File: src/rtl/mpp_pkg.sv
// Shared constants for the media independent interface port, both ends
package mpp_pkg;
	// Master clock and link clock rates
	localparam int MCLK_HZ = 40_000_000;
	localparam int LINK_HZ_10 = 2_500_000;
	localparam int LINK_HZ_100 = 25_000_000;
	localparam int MDC_MAX_HZ = 20_000_000;

	// Half periods in master clocks; a longest time rounds down, never below one
	localparam int HALF_10_N = MCLK_HZ / (2 * LINK_HZ_10);
	localparam int HALF_100_RAW = MCLK_HZ / (2 * LINK_HZ_100);
	localparam int HALF_100_N = (HALF_100_RAW < 1) ? 1 : HALF_100_RAW;
	// Management clock is a least period, so round up
	localparam int MDC_HALF_N = (MCLK_HZ + 2 * MDC_MAX_HZ - 1) / (2 * MDC_MAX_HZ);

	localparam int DIV_W = 4;
	localparam logic [DIV_W-1:0] HALF_10_C = DIV_W'(HALF_10_N - 1);
	localparam logic [DIV_W-1:0] HALF_100_C = DIV_W'(HALF_100_N - 1);
	localparam logic [DIV_W-1:0] MDC_HALF_C = DIV_W'(MDC_HALF_N - 1);
	localparam logic [DIV_W-1:0] DIV_RST = 4'h0;

	// Configuration bits owned by the hardware pins or the management channel
	localparam int CFG_W = 3;
	localparam int CFG_SPEED_BIT = 0;
	localparam int CFG_DUPLEX_BIT = 1;
	localparam int CFG_SYMBOL_BIT = 2;
	localparam logic [CFG_W-1:0] CFG_RST = 3'h0;

	// Controller register map
	localparam int ADDR_W = 5;
	localparam logic [ADDR_W-1:0] REG_TX = 5'h00;
	localparam logic [ADDR_W-1:0] REG_RX = 5'h04;
	localparam logic [ADDR_W-1:0] REG_STAT = 5'h08;
	localparam logic [ADDR_W-1:0] REG_ISTAT = 5'h0C;
	localparam logic [ADDR_W-1:0] REG_IMASK = 5'h10;

	// Transmit and receive word layout: nibble 3:0, fault 4, enable/valid 5
	localparam int TXF_FAULT_BIT = 4;
	localparam int TXF_EN_BIT = 5;
	localparam int XW = 6;

	// Status register bits
	localparam int ST_TXPEND_BIT = 0;
	localparam int ST_CRS_BIT = 1;
	localparam int ST_COL_BIT = 2;

	// Interrupt bits
	localparam int IRQ_W = 4;
	localparam int IRQ_RX_BIT = 0;
	localparam int IRQ_RXERR_BIT = 1;
	localparam int IRQ_COL_BIT = 2;
	localparam int IRQ_CRS_BIT = 3;
	localparam logic [IRQ_W-1:0] IRQ_RST = 4'h0;
endpackage

File: src/rtl/mpp_mii_if.sv
// Interface joining the port's device end and the controller end
`timescale 1ns/1ps
interface mpp_mii_if;
	logic [3:0] mac_tx_nibble;
	logic mac_tx_valid;
	logic mac_tx_fault_in;
	logic phy_tx_clock;
	logic [3:0] phy_rx_nibble;
	logic phy_rx_valid;
	logic phy_rx_fault;
	logic phy_rx_clock;
	logic collision_flag;
	logic carrier_sense_flag;
	logic mgmt_serial_clock;
	logic mdio_mac_o;
	logic mdio_mac_oe;
	logic mdio_phy_o;
	logic mdio_phy_oe;
	wire mgmt_serial_data_io;

	// Resolved wire level; the pull-up holds it high when nobody drives
	assign mgmt_serial_data_io = mdio_mac_oe ? mdio_mac_o : (mdio_phy_oe ? mdio_phy_o : 1'b1);

	modport phy (
		input mac_tx_nibble, mac_tx_valid, mac_tx_fault_in, mgmt_serial_clock,
		input mgmt_serial_data_io,
		output phy_tx_clock, phy_rx_nibble, phy_rx_valid, phy_rx_fault, phy_rx_clock,
		output collision_flag, carrier_sense_flag, mdio_phy_o, mdio_phy_oe
	);
	modport mac (
		output mac_tx_nibble, mac_tx_valid, mac_tx_fault_in, mgmt_serial_clock,
		output mdio_mac_o, mdio_mac_oe,
		input phy_tx_clock, phy_rx_nibble, phy_rx_valid, phy_rx_fault, phy_rx_clock,
		input collision_flag, carrier_sense_flag, mgmt_serial_data_io
	);
endinterface // mpp_mii_if

File: src/rtl/mpp_phy_end.sv
// Device end of the port: sources both interface clocks and moves nibbles
//
// Added by the designer: strobed register access and the register addresses.
`timescale 1ns/1ps

// Notes on behaviour
// - Controller changes nibble on clock, bit0 LSB
// - Normal mode samples only four data bits
// - Controller enables transmit with each nibble
// - Transmit fault meaningful only at 100 Mbps
// - Fault at 100 Mbps sends error code-groups
// - Symbol mode uses fault as fifth bit
// - Device makes transmit clock, both speeds
// - Device makes receive clock, both speeds
// - Receive nibbles driven with receive clock
// - Receive valid marks exactly valid nibbles
// - Receive fault flags bad symbols, symbol bit
// - Collision high for whole collision, unsynchronised
// - Collision always low in full duplex
// - Half duplex carrier on transmit or receive
// - Full duplex carrier on receive only
// - Strap high: management off, pins set bits
// - Strap low: pins give defaults, management after
// - Management clock no faster than 20 MHz
module mpp_phy_end
	import mpp_pkg::*;
(
	input wire logic mclk_i,
	input wire logic rst_n_i,
	mpp_mii_if.phy mii,
	input wire logic [CFG_W-1:0] hw_cfg_i,
	input wire logic mgmt_port_disable_strap_i,
	input wire logic mgmt_wr_i,
	input wire logic [CFG_W-1:0] mgmt_wdata_i,
	input wire logic line_rx_valid_i,
	input wire logic [4:0] line_rx_symbol_i,
	input wire logic line_rx_invalid_i,
	input wire logic line_rx_active_i,
	input wire logic line_collision_i,
	output logic line_tx_valid_o,
	output logic [4:0] line_tx_symbol_o,
	output logic line_tx_halt_o,
	output logic [CFG_W-1:0] cfg_o,
	output logic mgmt_enabled_o
);
	// Controller pins pass two flops before use
	logic [XW-1:0] tx_meta_ff;
	logic [XW-1:0] tx_sync_ff;
	// Configuration capture after reset
	logic captured_ff;
	logic mgmt_en_ff;
	logic [CFG_W-1:0] cfg_ff;
	// Clock divider and interface clocks
	logic [DIV_W-1:0] div_ff;
	logic tx_clk_ff;
	logic rx_clk_ff;
	// Line side transmit
	logic tx_valid_ff;
	logic [4:0] tx_sym_ff;
	logic tx_halt_ff;
	// Receive side toward the controller
	logic [3:0] rx_nib_ff;
	logic rx_valid_ff;
	logic rx_fault_ff;
	logic col_ff;
	logic crs_ff;

	// Named decodes of configuration and synchronised pins
	wire speed_100 = cfg_ff[CFG_SPEED_BIT];
	wire full_duplex = cfg_ff[CFG_DUPLEX_BIT];
	wire symbol_mode = cfg_ff[CFG_SYMBOL_BIT];
	wire [3:0] tx_nib_s = tx_sync_ff[3:0];
	wire tx_fault_s = tx_sync_ff[TXF_FAULT_BIT];
	wire tx_en_s = tx_sync_ff[TXF_EN_BIT];
	wire [DIV_W-1:0] half_c = speed_100 ? HALF_100_C : HALF_10_C;
	// Divider waits for the capture so the first period already has the right speed
	wire div_end = captured_ff & (div_ff == DIV_RST);
	wire clk_rise = div_end & ~tx_clk_ff;
	wire clk_fall = div_end & tx_clk_ff;
	// Writes over the management channel only while it is enabled
	wire mgmt_take = mgmt_en_ff & mgmt_wr_i;

	// Two-flop synchroniser on the controller's transmit pins
	always_ff @(posedge mclk_i or negedge rst_n_i) begin
		if (!rst_n_i) begin
			tx_meta_ff <= '0;
			tx_sync_ff <= '0;
		end else begin
			tx_meta_ff <= {mii.mac_tx_valid, mii.mac_tx_fault_in, mii.mac_tx_nibble};
			tx_sync_ff <= tx_meta_ff;
		end
	end

	// Strap and pins are caught at the first edge after reset release;
	// a constant reset value keeps the flops free of port values under reset.
	always_ff @(posedge mclk_i or negedge rst_n_i) begin
		if (!rst_n_i) begin
			captured_ff <= 1'b0;
			mgmt_en_ff <= 1'b0;
			cfg_ff <= CFG_RST;
		end else if (!captured_ff) begin
			captured_ff <= 1'b1;
			mgmt_en_ff <= ~mgmt_port_disable_strap_i;
			cfg_ff <= hw_cfg_i;
		end else if (mgmt_take) begin
			cfg_ff <= mgmt_wdata_i;
		end
	end

	// One divider makes both interface clocks; speed picks the half period
	always_ff @(posedge mclk_i or negedge rst_n_i) begin
		if (!rst_n_i) begin
			div_ff <= DIV_RST;
			tx_clk_ff <= 1'b0;
			rx_clk_ff <= 1'b0;
		end else if (div_end) begin
			div_ff <= half_c;
			tx_clk_ff <= ~tx_clk_ff;
			rx_clk_ff <= ~rx_clk_ff;
		end else if (captured_ff) begin
			div_ff <= div_ff - 4'h1;
		end
	end

	// Transmit nibble taken at the rising interface clock edge
	always_ff @(posedge mclk_i or negedge rst_n_i) begin
		if (!rst_n_i) begin
			tx_valid_ff <= 1'b0;
			tx_sym_ff <= 5'h00;
			tx_halt_ff <= 1'b0;
		end else if (clk_rise) begin
			if (tx_en_s) begin
				tx_valid_ff <= 1'b1;
				if (symbol_mode) begin
					tx_sym_ff <= {tx_fault_s, tx_nib_s};
					tx_halt_ff <= 1'b0;
				end else begin
					tx_sym_ff <= {1'b0, tx_nib_s};
					tx_halt_ff <= speed_100 & tx_fault_s;
				end
			end else begin
				tx_valid_ff <= 1'b0;
				tx_sym_ff <= 5'h00;
				tx_halt_ff <= 1'b0;
			end
		end
	end

	// Receive outputs change at the falling edge so the controller samples
	// them mid-period on the rising edge.
	always_ff @(posedge mclk_i or negedge rst_n_i) begin
		if (!rst_n_i) begin
			rx_nib_ff <= 4'h0;
			rx_valid_ff <= 1'b0;
			rx_fault_ff <= 1'b0;
		end else if (clk_fall) begin
			rx_valid_ff <= line_rx_valid_i;
			rx_nib_ff <= line_rx_valid_i ? line_rx_symbol_i[3:0] : 4'h0;
			if (symbol_mode) begin
				rx_fault_ff <= line_rx_symbol_i[4];
			end else begin
				rx_fault_ff <= line_rx_invalid_i;
			end
		end
	end

	// Collision and carrier do not wait for the interface clock
	always_ff @(posedge mclk_i or negedge rst_n_i) begin
		if (!rst_n_i) begin
			col_ff <= 1'b0;
			crs_ff <= 1'b0;
		end else begin
			col_ff <= line_collision_i & ~full_duplex;
			if (full_duplex) begin
				crs_ff <= line_rx_active_i;
			end else begin
				crs_ff <= line_rx_active_i | tx_en_s;
			end
		end
	end

	// Interface outputs come straight from flops
	assign mii.phy_tx_clock = tx_clk_ff;
	assign mii.phy_rx_clock = rx_clk_ff;
	assign mii.phy_rx_nibble = rx_nib_ff;
	assign mii.phy_rx_valid = rx_valid_ff;
	assign mii.phy_rx_fault = rx_fault_ff;
	assign mii.collision_flag = col_ff;
	assign mii.carrier_sense_flag = crs_ff;
	// Management answers are not modelled here; the pin is never driven
	assign mii.mdio_phy_o = 1'b0;
	assign mii.mdio_phy_oe = 1'b0;

	// User side outputs
	assign line_tx_valid_o = tx_valid_ff;
	assign line_tx_symbol_o = tx_sym_ff;
	assign line_tx_halt_o = tx_halt_ff;
	assign cfg_o = cfg_ff;
	assign mgmt_enabled_o = mgmt_en_ff;
endmodule // mpp_phy_end

File: src/flat_wrapper.sv
// flat-port wrapper written by rule: the top's interface ports become plain ports
module mpp_phy_end_flat import mpp_pkg::*;
  (mclk_i, rst_n_i, hw_cfg_i, mgmt_port_disable_strap_i, mgmt_wr_i, mgmt_wdata_i, line_rx_valid_i, line_rx_symbol_i, line_rx_invalid_i, line_rx_active_i, line_collision_i, line_tx_valid_o, line_tx_symbol_o, line_tx_halt_o, cfg_o, mgmt_enabled_o, mii_mac_tx_nibble, mii_mac_tx_valid, mii_mac_tx_fault_in, mii_mgmt_serial_clock, mii_phy_tx_clock, mii_phy_rx_nibble, mii_phy_rx_valid, mii_phy_rx_fault, mii_phy_rx_clock, mii_collision_flag, mii_carrier_sense_flag, mii_mdio_phy_o, mii_mdio_phy_oe);
  mpp_mii_if mii_i ();
  input wire logic mclk_i;
  input wire logic rst_n_i;
  input wire logic [CFG_W-1:0] hw_cfg_i;
  input wire logic mgmt_port_disable_strap_i;
  input wire logic mgmt_wr_i;
  input wire logic [CFG_W-1:0] mgmt_wdata_i;
  input wire logic line_rx_valid_i;
  input wire logic [4:0] line_rx_symbol_i;
  input wire logic line_rx_invalid_i;
  input wire logic line_rx_active_i;
  input wire logic line_collision_i;
  output logic line_tx_valid_o;
  output logic [4:0] line_tx_symbol_o;
  output logic line_tx_halt_o;
  output logic [CFG_W-1:0] cfg_o;
  output logic mgmt_enabled_o;
  input wire logic [$bits(mii_i.mac_tx_nibble)-1:0] mii_mac_tx_nibble;
  input wire logic [$bits(mii_i.mac_tx_valid)-1:0] mii_mac_tx_valid;
  input wire logic [$bits(mii_i.mac_tx_fault_in)-1:0] mii_mac_tx_fault_in;
  input wire logic [$bits(mii_i.mgmt_serial_clock)-1:0] mii_mgmt_serial_clock;
  output wire logic [$bits(mii_i.phy_tx_clock)-1:0] mii_phy_tx_clock;
  output wire logic [$bits(mii_i.phy_rx_nibble)-1:0] mii_phy_rx_nibble;
  output wire logic [$bits(mii_i.phy_rx_valid)-1:0] mii_phy_rx_valid;
  output wire logic [$bits(mii_i.phy_rx_fault)-1:0] mii_phy_rx_fault;
  output wire logic [$bits(mii_i.phy_rx_clock)-1:0] mii_phy_rx_clock;
  output wire logic [$bits(mii_i.collision_flag)-1:0] mii_collision_flag;
  output wire logic [$bits(mii_i.carrier_sense_flag)-1:0] mii_carrier_sense_flag;
  output wire logic [$bits(mii_i.mdio_phy_o)-1:0] mii_mdio_phy_o;
  output wire logic [$bits(mii_i.mdio_phy_oe)-1:0] mii_mdio_phy_oe;
  assign mii_i.mac_tx_nibble = mii_mac_tx_nibble;
  assign mii_i.mac_tx_valid = mii_mac_tx_valid;
  assign mii_i.mac_tx_fault_in = mii_mac_tx_fault_in;
  assign mii_i.mgmt_serial_clock = mii_mgmt_serial_clock;
  assign mii_phy_tx_clock = mii_i.phy_tx_clock;
  assign mii_phy_rx_nibble = mii_i.phy_rx_nibble;
  assign mii_phy_rx_valid = mii_i.phy_rx_valid;
  assign mii_phy_rx_fault = mii_i.phy_rx_fault;
  assign mii_phy_rx_clock = mii_i.phy_rx_clock;
  assign mii_collision_flag = mii_i.collision_flag;
  assign mii_carrier_sense_flag = mii_i.carrier_sense_flag;
  assign mii_mdio_phy_o = mii_i.mdio_phy_o;
  assign mii_mdio_phy_oe = mii_i.mdio_phy_oe;
  mpp_phy_end u_core (.mclk_i(mclk_i), .rst_n_i(rst_n_i), .mii(mii_i), .hw_cfg_i(hw_cfg_i), .mgmt_port_disable_strap_i(mgmt_port_disable_strap_i), .mgmt_wr_i(mgmt_wr_i), .mgmt_wdata_i(mgmt_wdata_i), .line_rx_valid_i(line_rx_valid_i), .line_rx_symbol_i(line_rx_symbol_i), .line_rx_invalid_i(line_rx_invalid_i), .line_rx_active_i(line_rx_active_i), .line_collision_i(line_collision_i), .line_tx_valid_o(line_tx_valid_o), .line_tx_symbol_o(line_tx_symbol_o), .line_tx_halt_o(line_tx_halt_o), .cfg_o(cfg_o), .mgmt_enabled_o(mgmt_enabled_o));
endmodule
File: config.mk
export PLATFORM = sky130hd
export DESIGN_NAME = mpp_phy_end_flat
export DESIGN_NICKNAME = d
export VERILOG_FILES = /design/src/rtl/mpp_pkg.sv /design/src/rtl/mpp_mii_if.sv /design/src/rtl/mpp_phy_end.sv /design/src/flat_wrapper.sv
export SDC_FILE = /design/constraint.sdc
export NUM_CORES = 1
export LEC_CHECK = 0
export BUFFER_PORTS_ARGS = -buffer_cell sky130_fd_sc_hd__buf_2
export CORE_AREA = 10 10 73 63
export DETAILED_ROUTE_END_ITERATION = 10
export DIE_AREA = 0 0 83 73
export GPL_ROUTABILITY_DRIVEN = 0
export HOLD_SLACK_MARGIN = 0.12
export PLACE_DENSITY = 0.76
export SYNTH_ARGS = -nofsm -noshare
export SYNTH_HDL_FRONTEND = slang
export SYNTH_SLANG_ARGS = --single-unit
export TNS_END_PERCENT = 5
File: constraint.sdc
create_clock -name mclk_i -period 2.1 [get_ports mclk_i]
set_input_delay 0.42 -clock mclk_i [delete_from_list [all_inputs] [get_ports mclk_i]]
set_output_delay 0.42 -clock mclk_i [all_outputs]
set_load 0.05 [all_outputs]
==> results.toml <==
[pwr]
p_seq_share_pct = 40.4
leakage_nw = 0.970
p_per_area_nw_per_um2 = 1470
p_sw_mw = 1.20
power_switching_share_pct = 44.3
clkPwrFrac_pct = 18.5
ir_worst_vdd_mv = 0.662
p_int_mw = 1.52
p_comb_share_pct = 41.1

[worst_setup_path]
worstRegToRegCells = 5
max_stage_delay_ns = 0.39
crit_path_cell_trace = "inv_1, ha_1, nor3b_4, nand3_4, mux2_1"
worst-path-max-fanout = 6
cp-end-kind = "register"
critPathKind = "reg2reg"
critPathLaunchType = "register"
cp.arrival_ns = 1.88
critical_path.slowest_cell = "dfrtp_1"
crit_required_ns = 2.27

[cts]
cts_tree = "done"
postCtsResizedCells = 0
cts_buffer_depth = 2
hold_buffers = 0
htree_levels = 2
cts_buffers = 5
clk_pin_slew_worst_paths_ns = 0.07
clkSinkCount = 38
clock_latency_ns = 0.29
cts_setup_buffers = 0
cts-root-buf = "clkbuf_8"

[cells_and_area]
layout.nets = 193
drive_above_1_share_pct = 34.3
antennaDiodeCount = 0
final_util_pct = 57.3
n_fill_cell = 301
synthToLayoutAreaGrowth_pct = 24.1

[global_routing]
grt_max_degree = 39
grt_usage_pct = 11.0
overflow = 0
antenna_found_initial = 0
grt_pass1_vias = 1103
grt_pass1_wl_um = 5230

[worst_hold_path]
min_path_type = "in2async"

[synth]
synth_top_family_by_area = "multiplexers"
synthSimpleGateAreaFrac_pct = 10.2
synth_area_leaders = "dfrtp_1 64%, mux2i_1 6.7%, mux2_1 4.5%, o31ai_1 2.5%, nand2_1 2.3%"
yosys-mux-area-fraction_pct = 12.0
ys_ff_latch = 38
synth-seq-area-share_pct = 63.7
syn_area_um2 = 1490
yosys.area.top_type = "dfrtp_1"
syn_inst = 115
synth_adder_area_share_pct = 1.68
synth.distinct_cells = 27
synth_area_per_cell_um2 = 13.0
synthXorXnorAreaFrac_pct = 1.17
synth_top_area_share_pct = 63.7
yosysWarnings = 0
synth_compound_area_share_pct = 6.87

[placement]
port_buffers = 45
dpl.hpwl_um = 2420

[floorplan]
num_rows = 19
die_w_um = 83
io_pins = 49
initial_core_util_pct = 46.2
die_area_um2 = 6060
fp.dieH_um = 73
core_um2 = 3230

[routing]
routed_wl_um = 3130
ant_nets = 0
wl_per_cell_um = 15.0
dr.pass1.iters = 3
num_vias = 993
initialDrtViolationCount = 37
viasPerCell = 4.77
drc_errors = 0

[sta]
tightestPinTransition_ns = 0.814
whs_ns = 0.220
final.period_utilization_pct = 81.5
fmax_mhz = 584
final.setup_skew_ns = 0.00714
maxSlewViolCount = 0
setup_viol = 0
finalCriticalPeriod_ns = 1.71
slew_headroom_pct = 45.7
rsz0062_at_grt = "false"
hold_viol_final = 0
tns_ns = 0

[flow_run]
maxCapViolations = 0

[outcome]
status = "completed"
-- path summary, 6_finish.rpt --
path                                           end                 start  slack [ns]
max in group asynchronous          u_core.cfg_o[1]               rst_n_i        1.36
min reg2reg                   u_core.tx_sync_ff[1]  u_core.tx_meta_ff[1]        0.35
min in group mclk_i           u_core.tx_meta_ff[2]  mii_mac_tx_nibble[2]        0.23
max reg2reg                u_core.mii.phy_rx_valid      u_core.div_ff[0]        0.39
min                               u_core.div_ff[2]               rst_n_i        0.22
max                        u_core.mii.phy_rx_valid      u_core.div_ff[0]        0.39
-- per-stage QoR --
| stage | instance area, um2 | power (mW) | setup WS [ns] | cells |
|---|---|---|---|---|
| finish | 1850 | 2.72 | 0.389 | 208 |
| global route | 1850 | 2.89 | 0.259 | 208 |
| CTS | 1850 | 2.76 | 0.370 | 208 |
| detailed placement | 1760 | 2.25 | 0.376 | 200 |
| global placement | 1760 | 2.19 | 0.493 | 200 |
| floorplan | 1500 | 1.94 | 0.572 | 116 |
-- final cells by class --
cell class	count	area [um2]	share of cell area [%]
Sequential cell	38	951	51.3
Multi-Input combinational cell	65	488	26.3
Timing Repair Buffer	47	240	13.0
Clock buffer	7	86.3	4.66
Tap cell	42	52.6	2.84
Inverter	8	30.0	1.62
Clock inverter	1	5.00	0.270
-- cells in the final DEF, fill, tap and decap left out --
| master | count |
|---|---|
| xnor2_1 | 2 |
| a21o_1 | 2 |
| ha_1 | 2 |
| nand3_1 | 1 |
| or4b_1 | 1 |
| buf_2 | 45 |
| and4b_1 | 1 |
| nand4bb_1 | 1 |
| dfrtp_1 | 38 |
| nor3b_4 | 1 |
| nor2b_1 | 2 |
| o31ai_1 | 5 |
| mux2_1 | 6 |
| o21ai_1 | 3 |
| nand2_1 | 9 |
| conb_1 | 3 |
| nor2_1 | 5 |
| clkbuf_8 | 6 |
| mux2_2 | 1 |
| nand3_4 | 1 |
| clkbuf_1 | 1 |
| a32o_1 | 1 |
| clkinv_2 | 1 |
| nor3_1 | 3 |
| o21ai_0 | 2 |
| buf_4 | 2 |
| inv_1 | 8 |
| mux2i_1 | 10 |
| a21oi_1 | 3 |
-- power groups by stage --
stage	Combinational, mW	Sequential (mW)	Clock, mW
2_1_floorplan	0.364	1.58	0
4_1_cts	1.14	1.10	0.523
6_report	1.12	1.10	0.504
3_5_place_dp	1.14	1.11	0
3_3_place_gp	1.10	1.09	0
5_1_grt	1.20	1.13	0.561
-- logic make-up (layout without fill, tap and decap cells) --
group | after synthesis | count (layout)
buf+inv | 13 | 63
other cells | 2 | 3
compound gates | 16 | 16
flops | 38 | 38
fa+ha+maj | 2 | 2
mux | 17 | 17
simple gates | 25 | 25
xor+xnor | 2 | 2
-- synth_stat cells (all sizes together) --
cell type	count
clkbuf	2
nand3	2
nand4bb	1
buf	3
nand2	9
a32o	1
mux2	7
and4b	1
o21ai	5
dfrtp	38
xnor2	2
nor2b	2
conb	2
nor3	3
a21o	2
inv	8
ha	2
nor3b	1
a21oi	3
or4b	1
o31ai	5
mux2i	10
nor2	5
-- worst max-delay path, delay by kind of cell (launching register included) --
kind	cells	cell delay (ns)
adder cells (fa/ha/maj)	1	0.22
AND/OR/NAND/NOR	2	0.51
buffers and inverters	1	0.11
flip-flops	1	0.39
multiplexers	1	0.36
-- layer usage --
metal | track usage [%] | routed length [um] | vias up
li1 | - | - | 487
met1 | 10.9 | 1200 | 471
met2 | 18.8 | 1610 | 28
met3 | 5.47 | 234 | 7
met4 | 6.23 | 71 | 0
met5 | 0 | 0 | -
-- registers in the layout, summed over array words and instances, names as in the netlist --
signal                         flops
u_core.tx_meta_ff                  6
u_core.tx_sync_ff                  6
u_core.line_tx_symbol_o            5
u_core.div_ff                      4
u_core.mii.phy_rx_nibble           4
u_core.cfg_o                       3
u_core.captured_ff                 1
u_core.line_tx_halt_o              1
u_core.line_tx_valid_o             1
u_core.mgmt_enabled_o              1
u_core.mii.carrier_sense_flag      1
u_core.mii.collision_flag          1
u_core.mii.phy_rx_clock            1
u_core.mii.phy_rx_fault            1
u_core.mii.phy_rx_valid            1
u_core.mii.phy_tx_clock            1
No activity file was read; power rests on OpenSTA's default activity.
